## src/design/di_status_pkg.sv

```systemverilog
// constants for the discrete input status block
package di_status_pkg;
	// parameter indexes seen by the fieldbus host
	localparam logic [7:0] IDX_STATIC_REV  = 8'h01;
	localparam logic [7:0] IDX_TAG_TEXT    = 8'h02;
	localparam logic [7:0] IDX_GROUPING    = 8'h03;
	localparam logic [7:0] IDX_PLANT_KEY   = 8'h04;
	localparam logic [7:0] IDX_MODE        = 8'h05;
	localparam logic [7:0] IDX_BLOCK_ERR   = 8'h06;
	localparam logic [7:0] IDX_PROC_VALUE  = 8'h07;
	localparam logic [7:0] IDX_OUTPUT      = 8'h08;
	localparam logic [7:0] IDX_SIMULATE    = 8'h09;
	localparam logic [7:0] IDX_IO_OPTIONS  = 8'h0d;
	localparam logic [7:0] IDX_CHANNEL     = 8'h0f;
	localparam logic [7:0] IDX_FILTER_TIME = 8'h10;
	localparam logic [7:0] IDX_FIELD_VALUE = 8'h11;
	localparam logic [7:0] IDX_ALARM_LIMIT = 8'h17;

	// sub-indexes
	localparam logic [7:0] SUB_MODE_TARGET = 8'h01;
	localparam logic [7:0] SUB_MODE_ACTUAL = 8'h02;
	localparam logic [7:0] SUB_SIM_STATUS  = 8'h01;
	localparam logic [7:0] SUB_SIM_VALUE   = 8'h02;
	localparam logic [7:0] SUB_XD_STATUS   = 8'h03;
	localparam logic [7:0] SUB_XD_VALUE    = 8'h04;
	localparam logic [7:0] SUB_SIM_ENABLE  = 8'h05;
	localparam logic [7:0] SUB_VALUE       = 8'h00;
	localparam logic [7:0] SUB_STATUS      = 8'h01;

	// mode bit strings
	localparam logic [7:0] MODE_OOS  = 8'h80;
	localparam logic [7:0] MODE_MAN  = 8'h10;
	localparam logic [7:0] MODE_AUTO = 8'h08;

	// block error bit positions
	localparam int BERR_CONFIG   = 1;
	localparam int BERR_SIMULATE = 3;
	localparam int BERR_BAD_PV   = 7;
	localparam int BERR_POWER_UP = 14;
	localparam int BERR_OOS      = 15;

	// status codes and alarm handling
	localparam logic [7:0] STATUS_BAD_HW    = 8'h0c;
	localparam logic [7:0] STATUS_BAD_OOS   = 8'h1c;
	localparam logic [7:0] STATUS_ALARM_BIT = 8'h01;
	localparam logic [7:0] ALARM_OFF_LIMIT  = 8'hff;
	localparam logic [15:0] CHANNEL_UNINIT_MAX = 16'h000a;

	// simulate enable codes
	localparam logic [7:0] SIM_DISABLED = 8'h01;
	localparam logic [7:0] SIM_ACTIVE   = 8'h02;

	// tag text
	localparam int         TAG_CHARS  = 32;
	localparam logic [6:0] TAG_SPACE  = 7'h20;

	// filter tick timing
	localparam int CLK_PERIOD_NS = 50;
	localparam int TICK_TIME_NS  = 1000000;
endpackage

```

## src/design/di_status_block.sv

```systemverilog
// discrete input block: field value path, alarm, block error and parameters
`timescale 1ns/10ps
`default_nettype none

module di_status_block
	import di_status_pkg::*;
#(
	parameter int TICK_CYCLES = (TICK_TIME_NS + CLK_PERIOD_NS - 1) / CLK_PERIOD_NS
) (
	input  wire logic        clk_sys_i,
	input  wire logic        rst_i,
	input  wire logic [7:0]  xd_value_i,
	input  wire logic [7:0]  xd_status_i,
	input  wire logic        xd_oos_i,
	input  wire logic        hw_fail_i,
	input  wire logic        sim_jumper_i,
	input  wire logic        par_wr_i,
	input  wire logic        par_rd_i,
	input  wire logic [7:0]  par_index_i,
	input  wire logic [7:0]  par_sub_i,
	input  wire logic [15:0] par_wdata_i,
	output logic [15:0]      par_rdata_o,
	output logic             par_ack_o,
	output logic             par_err_o,
	output logic [7:0]       field_value_o,
	output logic [7:0]       field_status_o,
	output logic [7:0]       process_value_o,
	output logic [7:0]       process_status_o,
	output logic [7:0]       out_value_o,
	output logic [7:0]       out_status_o,
	output logic             alarm_o,
	output logic [15:0]      block_err_o,
	output logic [7:0]       actual_mode_o,
	output logic             self_test_jumper_o
);

	localparam int TW = $clog2(TICK_CYCLES + 1);

	if (TICK_CYCLES < 2) begin : g_chk
		$error("TICK_CYCLES must be at least 2");
	end

	typedef struct packed {
		logic [TAG_CHARS-1:0][6:0] tag_text;
		logic [15:0] static_revision;
		logic [15:0] grouping_value;
		logic [7:0]  plant_unit_key;
		logic [7:0]  target_mode;
		logic [7:0]  actual_mode;
		logic        io_invert;
		logic [15:0] filter_time;
		logic [7:0]  alarm_state_limit;
		logic [15:0] channel;
		logic        sim_enable;
		logic [7:0]  sim_value;
		logic [7:0]  sim_status;
		logic [7:0]  field_value;
		logic [7:0]  field_status;
		logic [7:0]  process_value;
		logic [7:0]  process_status;
		logic [15:0] filter_count;
		logic [7:0]  out_value;
		logic [7:0]  out_status;
		logic        alarm;
		logic        power_up;
		logic [15:0] block_err;
		logic [TW-1:0] tick_count;
		logic [15:0] rdata;
		logic        ack;
		logic        err;
	} state_t;

	state_t state_ff;
	state_t nxt_state;

	// discrete invert: zero becomes one, anything else becomes zero
	function automatic logic [7:0] invert_discrete(input logic [7:0] v);
		invert_discrete = (v == 8'h00) ? 8'h01 : 8'h00;
	endfunction

	function automatic logic legal_mode(input logic [7:0] m);
		legal_mode = (m == MODE_OOS) || (m == MODE_MAN) || (m == MODE_AUTO);
	endfunction

	always_comb begin
		logic       tick;
		logic       uninit;
		logic       running;
		logic       jumper_ok;
		logic [7:0] src_value;
		logic [7:0] src_status;
		logic [7:0] fval;
		logic [7:0] fst;
		logic [7:0] inv;
		logic [7:0] oval;
		logic [7:0] ost;
		logic       alarm_now;
		logic       static_wr;
		logic [4:0] tag_pos;
		tick       = 1'b0;
		uninit     = 1'b0;
		running    = 1'b0;
		jumper_ok  = 1'b0;
		src_value  = 8'h00;
		src_status = 8'h00;
		fval       = 8'h00;
		fst        = 8'h00;
		inv        = 8'h00;
		oval       = 8'h00;
		ost        = 8'h00;
		alarm_now  = 1'b0;
		static_wr  = 1'b0;
		tag_pos    = 5'h00;
		nxt_state  = state_ff;
		nxt_state.ack = 1'b0;
		nxt_state.err = 1'b0;

		// filter time base
		if (state_ff.tick_count == TW'(TICK_CYCLES - 1)) begin
			nxt_state.tick_count = '0;
			tick = 1'b1;
		end else begin
			nxt_state.tick_count = state_ff.tick_count + TW'(1);
		end

		uninit = (state_ff.channel <= CHANNEL_UNINIT_MAX);
		jumper_ok = sim_jumper_i;

		// actual mode follows a legal target; an unset channel pins it out of service
		if (uninit) begin
			nxt_state.actual_mode = MODE_OOS;
		end else begin
			nxt_state.actual_mode = state_ff.target_mode;
		end
		running = (state_ff.actual_mode != MODE_OOS);
		if (running) begin
			nxt_state.power_up = 1'b0;
		end

		// pulling the jumper ends simulation so it cannot linger unseen
		if (!jumper_ok) begin
			nxt_state.sim_enable = 1'b0;
		end

		// field value source
		if (state_ff.sim_enable) begin
			src_value  = state_ff.sim_value;
			src_status = state_ff.sim_status;
		end else begin
			src_value  = xd_value_i;
			src_status = xd_status_i;
			// simulate fields track live data while disabled
			nxt_state.sim_value  = xd_value_i;
			nxt_state.sim_status = xd_status_i;
		end
		fval = src_value;
		fst  = src_status;
		if (hw_fail_i) begin
			fst = STATUS_BAD_HW;
		end else if (xd_oos_i) begin
			fst = STATUS_BAD_OOS;
		end

		oval = state_ff.out_value;
		ost  = state_ff.out_status;
		if (running) begin
			nxt_state.field_value  = fval;
			nxt_state.field_status = fst;
			inv = state_ff.io_invert ? invert_discrete(fval) : fval;
			// new state must persist for filter_time ticks before it lands
			if (inv == state_ff.process_value) begin
				nxt_state.filter_count = 16'h0000;
			end else if (state_ff.filter_count >= state_ff.filter_time) begin
				nxt_state.process_value = inv;
				nxt_state.filter_count  = 16'h0000;
			end else if (tick) begin
				nxt_state.filter_count = state_ff.filter_count + 16'h0001;
			end
			nxt_state.process_status = fst;
			if (state_ff.actual_mode == MODE_AUTO) begin
				oval = state_ff.process_value;
				ost  = state_ff.process_status;
			end
		end

		// host parameter access; a write in the same cycle overrides the output
		if (par_wr_i) begin
			nxt_state.ack = 1'b1;
			unique case (par_index_i)
				IDX_TAG_TEXT: begin
					tag_pos = par_sub_i[4:0] - 5'h01;
					if (par_sub_i == 8'h00 || par_sub_i > 8'(TAG_CHARS)) begin
						nxt_state.err = 1'b1;
					end else begin
						nxt_state.tag_text[tag_pos] = par_wdata_i[6:0];
						static_wr = 1'b1;
					end
				end
				IDX_GROUPING: begin
					nxt_state.grouping_value = par_wdata_i;
					static_wr = 1'b1;
				end
				IDX_PLANT_KEY: begin
					nxt_state.plant_unit_key = par_wdata_i[7:0];
				end
				IDX_MODE: begin
					if (par_sub_i == SUB_MODE_TARGET && legal_mode(par_wdata_i[7:0])) begin
						nxt_state.target_mode = par_wdata_i[7:0];
					end else begin
						nxt_state.err = 1'b1;
					end
				end
				IDX_OUTPUT: begin
					// manual output only where the mode switch is not driving it
					if (state_ff.actual_mode != MODE_AUTO && par_sub_i == SUB_VALUE) begin
						oval = par_wdata_i[7:0];
					end else if (state_ff.actual_mode != MODE_AUTO &&
						par_sub_i == SUB_STATUS) begin
						ost = par_wdata_i[7:0];
					end else begin
						nxt_state.err = 1'b1;
					end
				end
				IDX_SIMULATE: begin
					if (par_sub_i == SUB_SIM_ENABLE) begin
						if (par_wdata_i[7:0] == SIM_ACTIVE && jumper_ok) begin
							nxt_state.sim_enable = 1'b1;
						end else if (par_wdata_i[7:0] == SIM_DISABLED) begin
							nxt_state.sim_enable = 1'b0;
						end else begin
							nxt_state.err = 1'b1;
						end
					end else if (par_sub_i == SUB_SIM_VALUE && state_ff.sim_enable) begin
						nxt_state.sim_value = par_wdata_i[7:0];
					end else if (par_sub_i == SUB_SIM_STATUS && state_ff.sim_enable) begin
						nxt_state.sim_status = par_wdata_i[7:0];
					end else begin
						nxt_state.err = 1'b1;
					end
				end
				IDX_IO_OPTIONS: begin
					// invert may only change while the block is out of service
					if (state_ff.actual_mode == MODE_OOS) begin
						nxt_state.io_invert = par_wdata_i[0];
						static_wr = 1'b1;
					end else begin
						nxt_state.err = 1'b1;
					end
				end
				IDX_CHANNEL: begin
					nxt_state.channel = par_wdata_i;
					static_wr = 1'b1;
				end
				IDX_FILTER_TIME: begin
					nxt_state.filter_time = par_wdata_i;
					static_wr = 1'b1;
				end
				IDX_ALARM_LIMIT: begin
					nxt_state.alarm_state_limit = par_wdata_i[7:0];
					static_wr = 1'b1;
				end
				default: begin
					nxt_state.err = 1'b1;
				end
			endcase
		end else if (par_rd_i) begin
			nxt_state.ack   = 1'b1;
			nxt_state.rdata = 16'h0000;
			unique case (par_index_i)
				IDX_STATIC_REV:  nxt_state.rdata = state_ff.static_revision;
				IDX_TAG_TEXT: begin
					tag_pos = par_sub_i[4:0] - 5'h01;
					if (par_sub_i == 8'h00 || par_sub_i > 8'(TAG_CHARS)) begin
						nxt_state.err = 1'b1;
					end else begin
						nxt_state.rdata = {9'h000, state_ff.tag_text[tag_pos]};
					end
				end
				IDX_GROUPING:    nxt_state.rdata = state_ff.grouping_value;
				IDX_PLANT_KEY:   nxt_state.rdata = {8'h00, state_ff.plant_unit_key};
				IDX_MODE: begin
					if (par_sub_i == SUB_MODE_ACTUAL) begin
						nxt_state.rdata = {8'h00, state_ff.actual_mode};
					end else begin
						nxt_state.rdata = {8'h00, state_ff.target_mode};
					end
				end
				IDX_BLOCK_ERR:   nxt_state.rdata = state_ff.block_err;
				IDX_PROC_VALUE:  nxt_state.rdata = {state_ff.process_status,
					state_ff.process_value};
				IDX_OUTPUT:      nxt_state.rdata = {state_ff.out_status, state_ff.out_value};
				IDX_FIELD_VALUE: nxt_state.rdata = {state_ff.field_status, state_ff.field_value};
				IDX_SIMULATE: begin
					unique case (par_sub_i)
						SUB_SIM_STATUS: nxt_state.rdata = {8'h00, state_ff.sim_status};
						SUB_SIM_VALUE:  nxt_state.rdata = {8'h00, state_ff.sim_value};
						SUB_XD_STATUS:  nxt_state.rdata = {8'h00, xd_status_i};
						SUB_XD_VALUE:   nxt_state.rdata = {8'h00, xd_value_i};
						SUB_SIM_ENABLE: nxt_state.rdata = state_ff.sim_enable ?
							{8'h00, SIM_ACTIVE} : {8'h00, SIM_DISABLED};
						default:        nxt_state.err = 1'b1;
					endcase
				end
				IDX_IO_OPTIONS:  nxt_state.rdata = {15'h0000, state_ff.io_invert};
				IDX_CHANNEL:     nxt_state.rdata = state_ff.channel;
				IDX_FILTER_TIME: nxt_state.rdata = state_ff.filter_time;
				IDX_ALARM_LIMIT: nxt_state.rdata = {8'h00, state_ff.alarm_state_limit};
				default:         nxt_state.err = 1'b1;
			endcase
		end

		// alarm judged after host writes so a manual output is tested too
		if (running) begin
			alarm_now = (state_ff.alarm_state_limit != ALARM_OFF_LIMIT) &&
				(oval == state_ff.alarm_state_limit);
			nxt_state.alarm = alarm_now;
		end
		// substatus bit always mirrors the alarm, whatever the host wrote
		ost = (ost & ~STATUS_ALARM_BIT) | (nxt_state.alarm ? STATUS_ALARM_BIT : 8'h00);
		nxt_state.out_value  = oval;
		nxt_state.out_status = ost;
		if (static_wr) begin
			nxt_state.static_revision = state_ff.static_revision + 16'h0001;
		end

		nxt_state.block_err = 16'h0000;
		nxt_state.block_err[BERR_CONFIG]   = uninit;
		nxt_state.block_err[BERR_SIMULATE] = nxt_state.sim_enable;
		nxt_state.block_err[BERR_BAD_PV]   = hw_fail_i | xd_oos_i;
		nxt_state.block_err[BERR_POWER_UP] = nxt_state.power_up;
		nxt_state.block_err[BERR_OOS]      = (nxt_state.actual_mode == MODE_OOS);
	end

	always_ff @(posedge clk_sys_i or posedge rst_i) begin
		if (rst_i) begin
			state_ff <= '0;
			state_ff.tag_text <= {TAG_CHARS{TAG_SPACE}};
			state_ff.target_mode <= MODE_OOS;
			state_ff.actual_mode <= MODE_OOS;
			state_ff.alarm_state_limit <= ALARM_OFF_LIMIT;
			state_ff.power_up <= 1'b1;
			state_ff.block_err <= 16'((1 << BERR_CONFIG) | (1 << BERR_POWER_UP) | (1 << BERR_OOS));
		end else begin
			state_ff <= nxt_state;
		end
	end

	assign par_rdata_o        = state_ff.rdata;
	assign par_ack_o          = state_ff.ack;
	assign par_err_o          = state_ff.err;
	assign field_value_o      = state_ff.field_value;
	assign field_status_o     = state_ff.field_status;
	assign process_value_o    = state_ff.process_value;
	assign process_status_o   = state_ff.process_status;
	assign out_value_o        = state_ff.out_value;
	assign out_status_o       = state_ff.out_status;
	assign alarm_o            = state_ff.alarm;
	assign block_err_o        = state_ff.block_err;
	assign actual_mode_o      = state_ff.actual_mode;
	assign self_test_jumper_o = sim_jumper_i;

endmodule

`default_nettype wire

```

## config.mk

```make
export PLATFORM = sky130hd
export DESIGN_NAME = di_status_block
export DESIGN_NICKNAME = d
export VERILOG_FILES = /design/src/design/di_status_pkg.sv /design/src/design/di_status_block.sv
export SDC_FILE = /design/constraint.sdc
export NUM_CORES = 1
export LEC_CHECK = 0
export ABC_AREA = 1
export ABC_CLOCK_PERIOD_IN_PS = 20200
export BUFFER_PORTS_ARGS = -buffer_cell sky130_fd_sc_hd__buf_2
export CORE_MARGIN = 1
export CORE_UTILIZATION = 58
export DETAILED_ROUTE_END_ITERATION = 16
export PLACE_DENSITY = 0.81
export SYNTH_ARGS = -nofsm -noshare
export SYNTH_HDL_FRONTEND = slang
export SYNTH_SLANG_ARGS = --single-unit
export TNS_END_PERCENT = 1
```

## constraint.sdc

```tcl
create_clock -name clk_sys_i -period 20.2 [get_ports clk_sys_i]
set_input_delay 3.03 -clock clk_sys_i [delete_from_list [all_inputs] [get_ports clk_sys_i]]
set_output_delay 3.03 -clock clk_sys_i [all_outputs]
set_load 0.005 [all_outputs]
```

# Word-level counts from Yosys, hierarchy flattened
# Cells that the tools add are included.
# op_classes
add_sub_neg	4
n_lt_le_gt_ge	5
eq_ne	33
n_mux	66
n_bitwise	5
reduce_logical	29
# op_table
cell	n
$bwmux 224	1
$pmux 16 s14	1
$mux 8	21
$mux 16	5
$eq 8x3->1 const B	6
$eq 8x4->1 const B	6
$eq 8x2->1 const B	5
$pmux 8 s5	1
$bmux 7 s5	1
$demux 7 s5	1
$mux 17	2
$add 16x1->16 const B	2
$eq 8x5->1 const B	4
$eq 8x1->1 const B	3
$eq 8x8->1 const B	3
$mux 1	23
$mux 7	3
$eq 8x8->1	2
$ge 16x16->1	1
$le 16x4->1 const B	1
$logic_not 8->1	2
$ne 8x8->1 const B	2
$add 15x1->15 const B	1
$eq 15x15->1 const B	1
20 further kinds	44
# totals
regBits	434
in_bits	55
output_inout_bits	92
word_cells	199

# Logic depth before layout (Yosys ltp)
# depth
word_depth	11
depth_mapped	18
ltp_nobuf	14

# Least setup slack after synthesis
# OpenSTA, ideal clock, no wires.
# synth_timing
path_type	input-to-output
startpoint	input port sim_jumper_i
endpoint	output port self_test_jumper_o
t_arrival_ps	3141
slack_ps	14029
cell_stages	1
path_buffers	1
cell_sequence	buf_4
# synth_lines
item	line_no	rtl
from (decl)	di_status_block.sv:16	input wire logic sim_jumper_i,
to (decl)	di_status_block.sv:34	output logic self_test_jumper_o
# No word-level cell between the ends.

# Worst setup path after layout
# layout_timing
startpoint	input port sim_jumper_i
endpoint	output port self_test_jumper_o
# No word-level cell between the ends.

==> flow_metrics.tcl <==
set metrics [dict create \
    insertion_delay_ns 0.60 \
    leakagePower_nw 11.9 \
    first_global_vias 20200 \
    ctsHoldBuffers 0 \
    antenna_found_initial 3 \
    rows 72 \
    synthesis.area_um2 22900 \
    via_per_inst 5.93 \
    holdWs_ns 0.476 \
    grt.overflow.total 0 \
    finalCritPeriodShare_pct 31.5 \
    status "complete, no violations" \
    grt_use_total_pct 35.5 \
    synth_flop_cell "dfrtp_1" \
    synth_top_cells_by_count "nand2_1 (964), dfrtp_1 (386), o21ai_0 (377), inv_1 (201), nor2_1 (189)" \
    critPathCaptureType "primary output" \
    crit_path_start_kind "input pin" \
    instances_no_fill 3521 \
    syn2layout_area_growth_pct 7.89 \
    cts-buffers-inserted 46 \
    fin_setup_tns_ns 0 \
    yosysTopAreaCellShare_pct 42.2 \
    core-area_um2 38700 \
    yosysSeqAreaShare_pct 47.4 \
    cpMaxStageDelayCell "buf_2" \
    worstPathArrival_ns 3.33 \
    postCtsSetupRepairBufs 0 \
    num-nets-final 3042 \
    critPathKind "input pin to primary output" \
    hold_viol 0 \
    synth-edff-count 0 \
    cp_max_fo 3 \
    hold_class "flop to flop" \
    io-pin-count 147 \
    yosysUniqueCellTypes 56 \
    dp.cells 3433 \
    wl_per_cell_um 20.0 \
    slew_headroom_pct 10.0 \
    wl_um 70400 \
    grt_max_degree 179 \
    synthArstFlopShare_pct 100 \
    utilization_pct 63.7 \
    ant_nets 0 \
    dp_slack_ns 13.59 \
    min_period_ns 6.36 \
    fin_ws_ns 13.84 \
    yosys.area.top_type "dfrtp_1" \
    cts_tree "done" \
    grt_pass1_wl_um 112000 \
    io_buffers 135 \
    synth_area_leaders "dfrtp_1 (42%), nand2_1 (16%), o21ai_0 (8.2%)" \
    max_cap_violations 0 \
    die-area_um2 40200 \
    drt_iter0_drc 2127 \
    cts-root-buf "clkbuf_16" \
    die_x_um 201 \
    hpwl_um 47800 \
    cts.clk_slew.worst_paths_ns 0.06 \
    drv_slew 0 \
    clk_path_buf_depth 3 \
    cts.sink_count 431 \
    p_total_mw 2.10 \
    critPathBufInv 2 \
    dpl_cell_area_um2 23100 \
    p_per_area_nw_per_um2 85.1 \
    crit_required_ns 17.17 \
    cpMostUsedCell "buf_2" \
    fin_area_um2 24700 \
    rsz0062_at_grt "false" \
    max_freq_mhz 157 \
    crit_chain "buf_2, buf_2" \
    firstDrtPassIters 6 \
    initial_core_util_pct 59.1 \
    gp_congestion 1.04 \
    peakVddDrop_mv 0.0773 \
    synth.most_common_cell "nand2_1" \
    worst-slew-pin-transition_ns 1.34 \
    synth-seq-cells 431 \
    dieHeight_um 201 \
    synthCells 2989 \
    drive_above_1_share_pct 11.4 \
    route.detailed.drc 0 \
    vias 20900 \
    cts-resized-gates 0 \
    setup_viol 0 \
    yosys_warnings 0 \
    clock_skew_ns 0.0130 \
    slowest_delay_ns 0.16 \
    path_delay_family "buffers and inverters" \
    htree_levels 2 \
    avgSynthCellArea_um2 7.65 \
]
per-layer routing:
metal  track usage (%)  wire, um  up-vias
li1                  -         -     9561
met1              45.2     26900     9916
met2              56.3     32400     1105
met3              6.27      6250      286
met4              22.5      4800        4
met5                 0        26        -
path summary, 6_finish.rpt:
kind / startpoint / end / slack (ns) / depth (start not counted)
min in group asynchronous: rst_i / state_ff[25] / 2.58 / 2
max in group asynchronous: rst_i / state_ff[421] / 15.41 / 4
hold / removal: block_err_o[14] / block_err_o[14] / 0.48 / 2
setup / recovery: sim_jumper_i / self_test_jumper_o / 13.84 / 2
setup reg to reg: actual_mode_o[0] / state_ff[222] / 16.95 / 10
hold reg to reg: block_err_o[14] / block_err_o[14] / 0.48 / 2
where the power goes:
group          leakage [nW]  switching, mW  total (mW)  internal, mW
Combinational          5.37          0.198       0.272        0.0745
Clock                 0.774          0.362       0.888         0.526
Sequential             5.71         0.0410       0.940         0.899
flip-flops by register name, summed over array words and instances (netlist names):
| register | count |
|---|---|
| state_ff | 360 |
| par_rdata_o | 16 |
| actual_mode_o | 8 |
| field_value_o | 8 |
| out_status_o | 8 |
| out_value_o | 8 |
| process_status_o | 8 |
| process_value_o | 8 |
| block_err_o | 5 |
| par_ack_o | 1 |
| par_err_o | 1 |
cell usage in the layout (no fill, tap or decap), types with 24 or more instances in the layout:
cell type    n
a21oi_1     65
nand3_1    166
dfrtp_1    386
nand2_2     35
nand2_1    964
clkbuf_16   47
nand4_1     49
nor3_1      26
o21ai_1     59
nor2_1     189
buf_2      134
xor2_1      29
o21ai_0    377
inv_1      198
ha_1        24
dfstp_2     45
kinds of logic (layout without fill, tap and decap cells):
| logic type | Yosys count | count (layout) | synth area share (%) |
|---|---|---|---|
| other cells | 1 | 13 | 0.0164 |
| xor+xnor | 37 | 37 | 1.58 |
| mux | 1 | 1 | 0.0438 |
| simple gates | 1468 | 1468 | 27.0 |
| flops | 431 | 431 | 47.4 |
| fa+ha+maj | 24 | 24 | 1.31 |
| buf+inv | 453 | 455 | 9.23 |
| compound gates | 574 | 574 | 13.4 |
worst reg2reg max path, cell delays in order (launching register included):
cell and delay [ns]:
dfrtp_1 0.42, nor2_1 0.16, inv_1 0.05, nor2_1 0.32
and2_1 0.80, nand2_1 0.18, nand3b_1 0.17, nand2_1 0.27
inv_1 0.45, nand2_1 0.14, xor2_1 0.17
cell type report:
cell class | count | area (um^2)
fillers | 3397 | 14100
flip-flops and latches | 431 | 10800
multi-input cells | 2115 | 9960
clock buffers | 74 | 1400
inverters | 217 | 823
repair buffers | 152 | 818
well taps | 518 | 648
clock inverters | 12 | 185
diodes | 2 | 5.00
(Power assumes the default switching activity.)
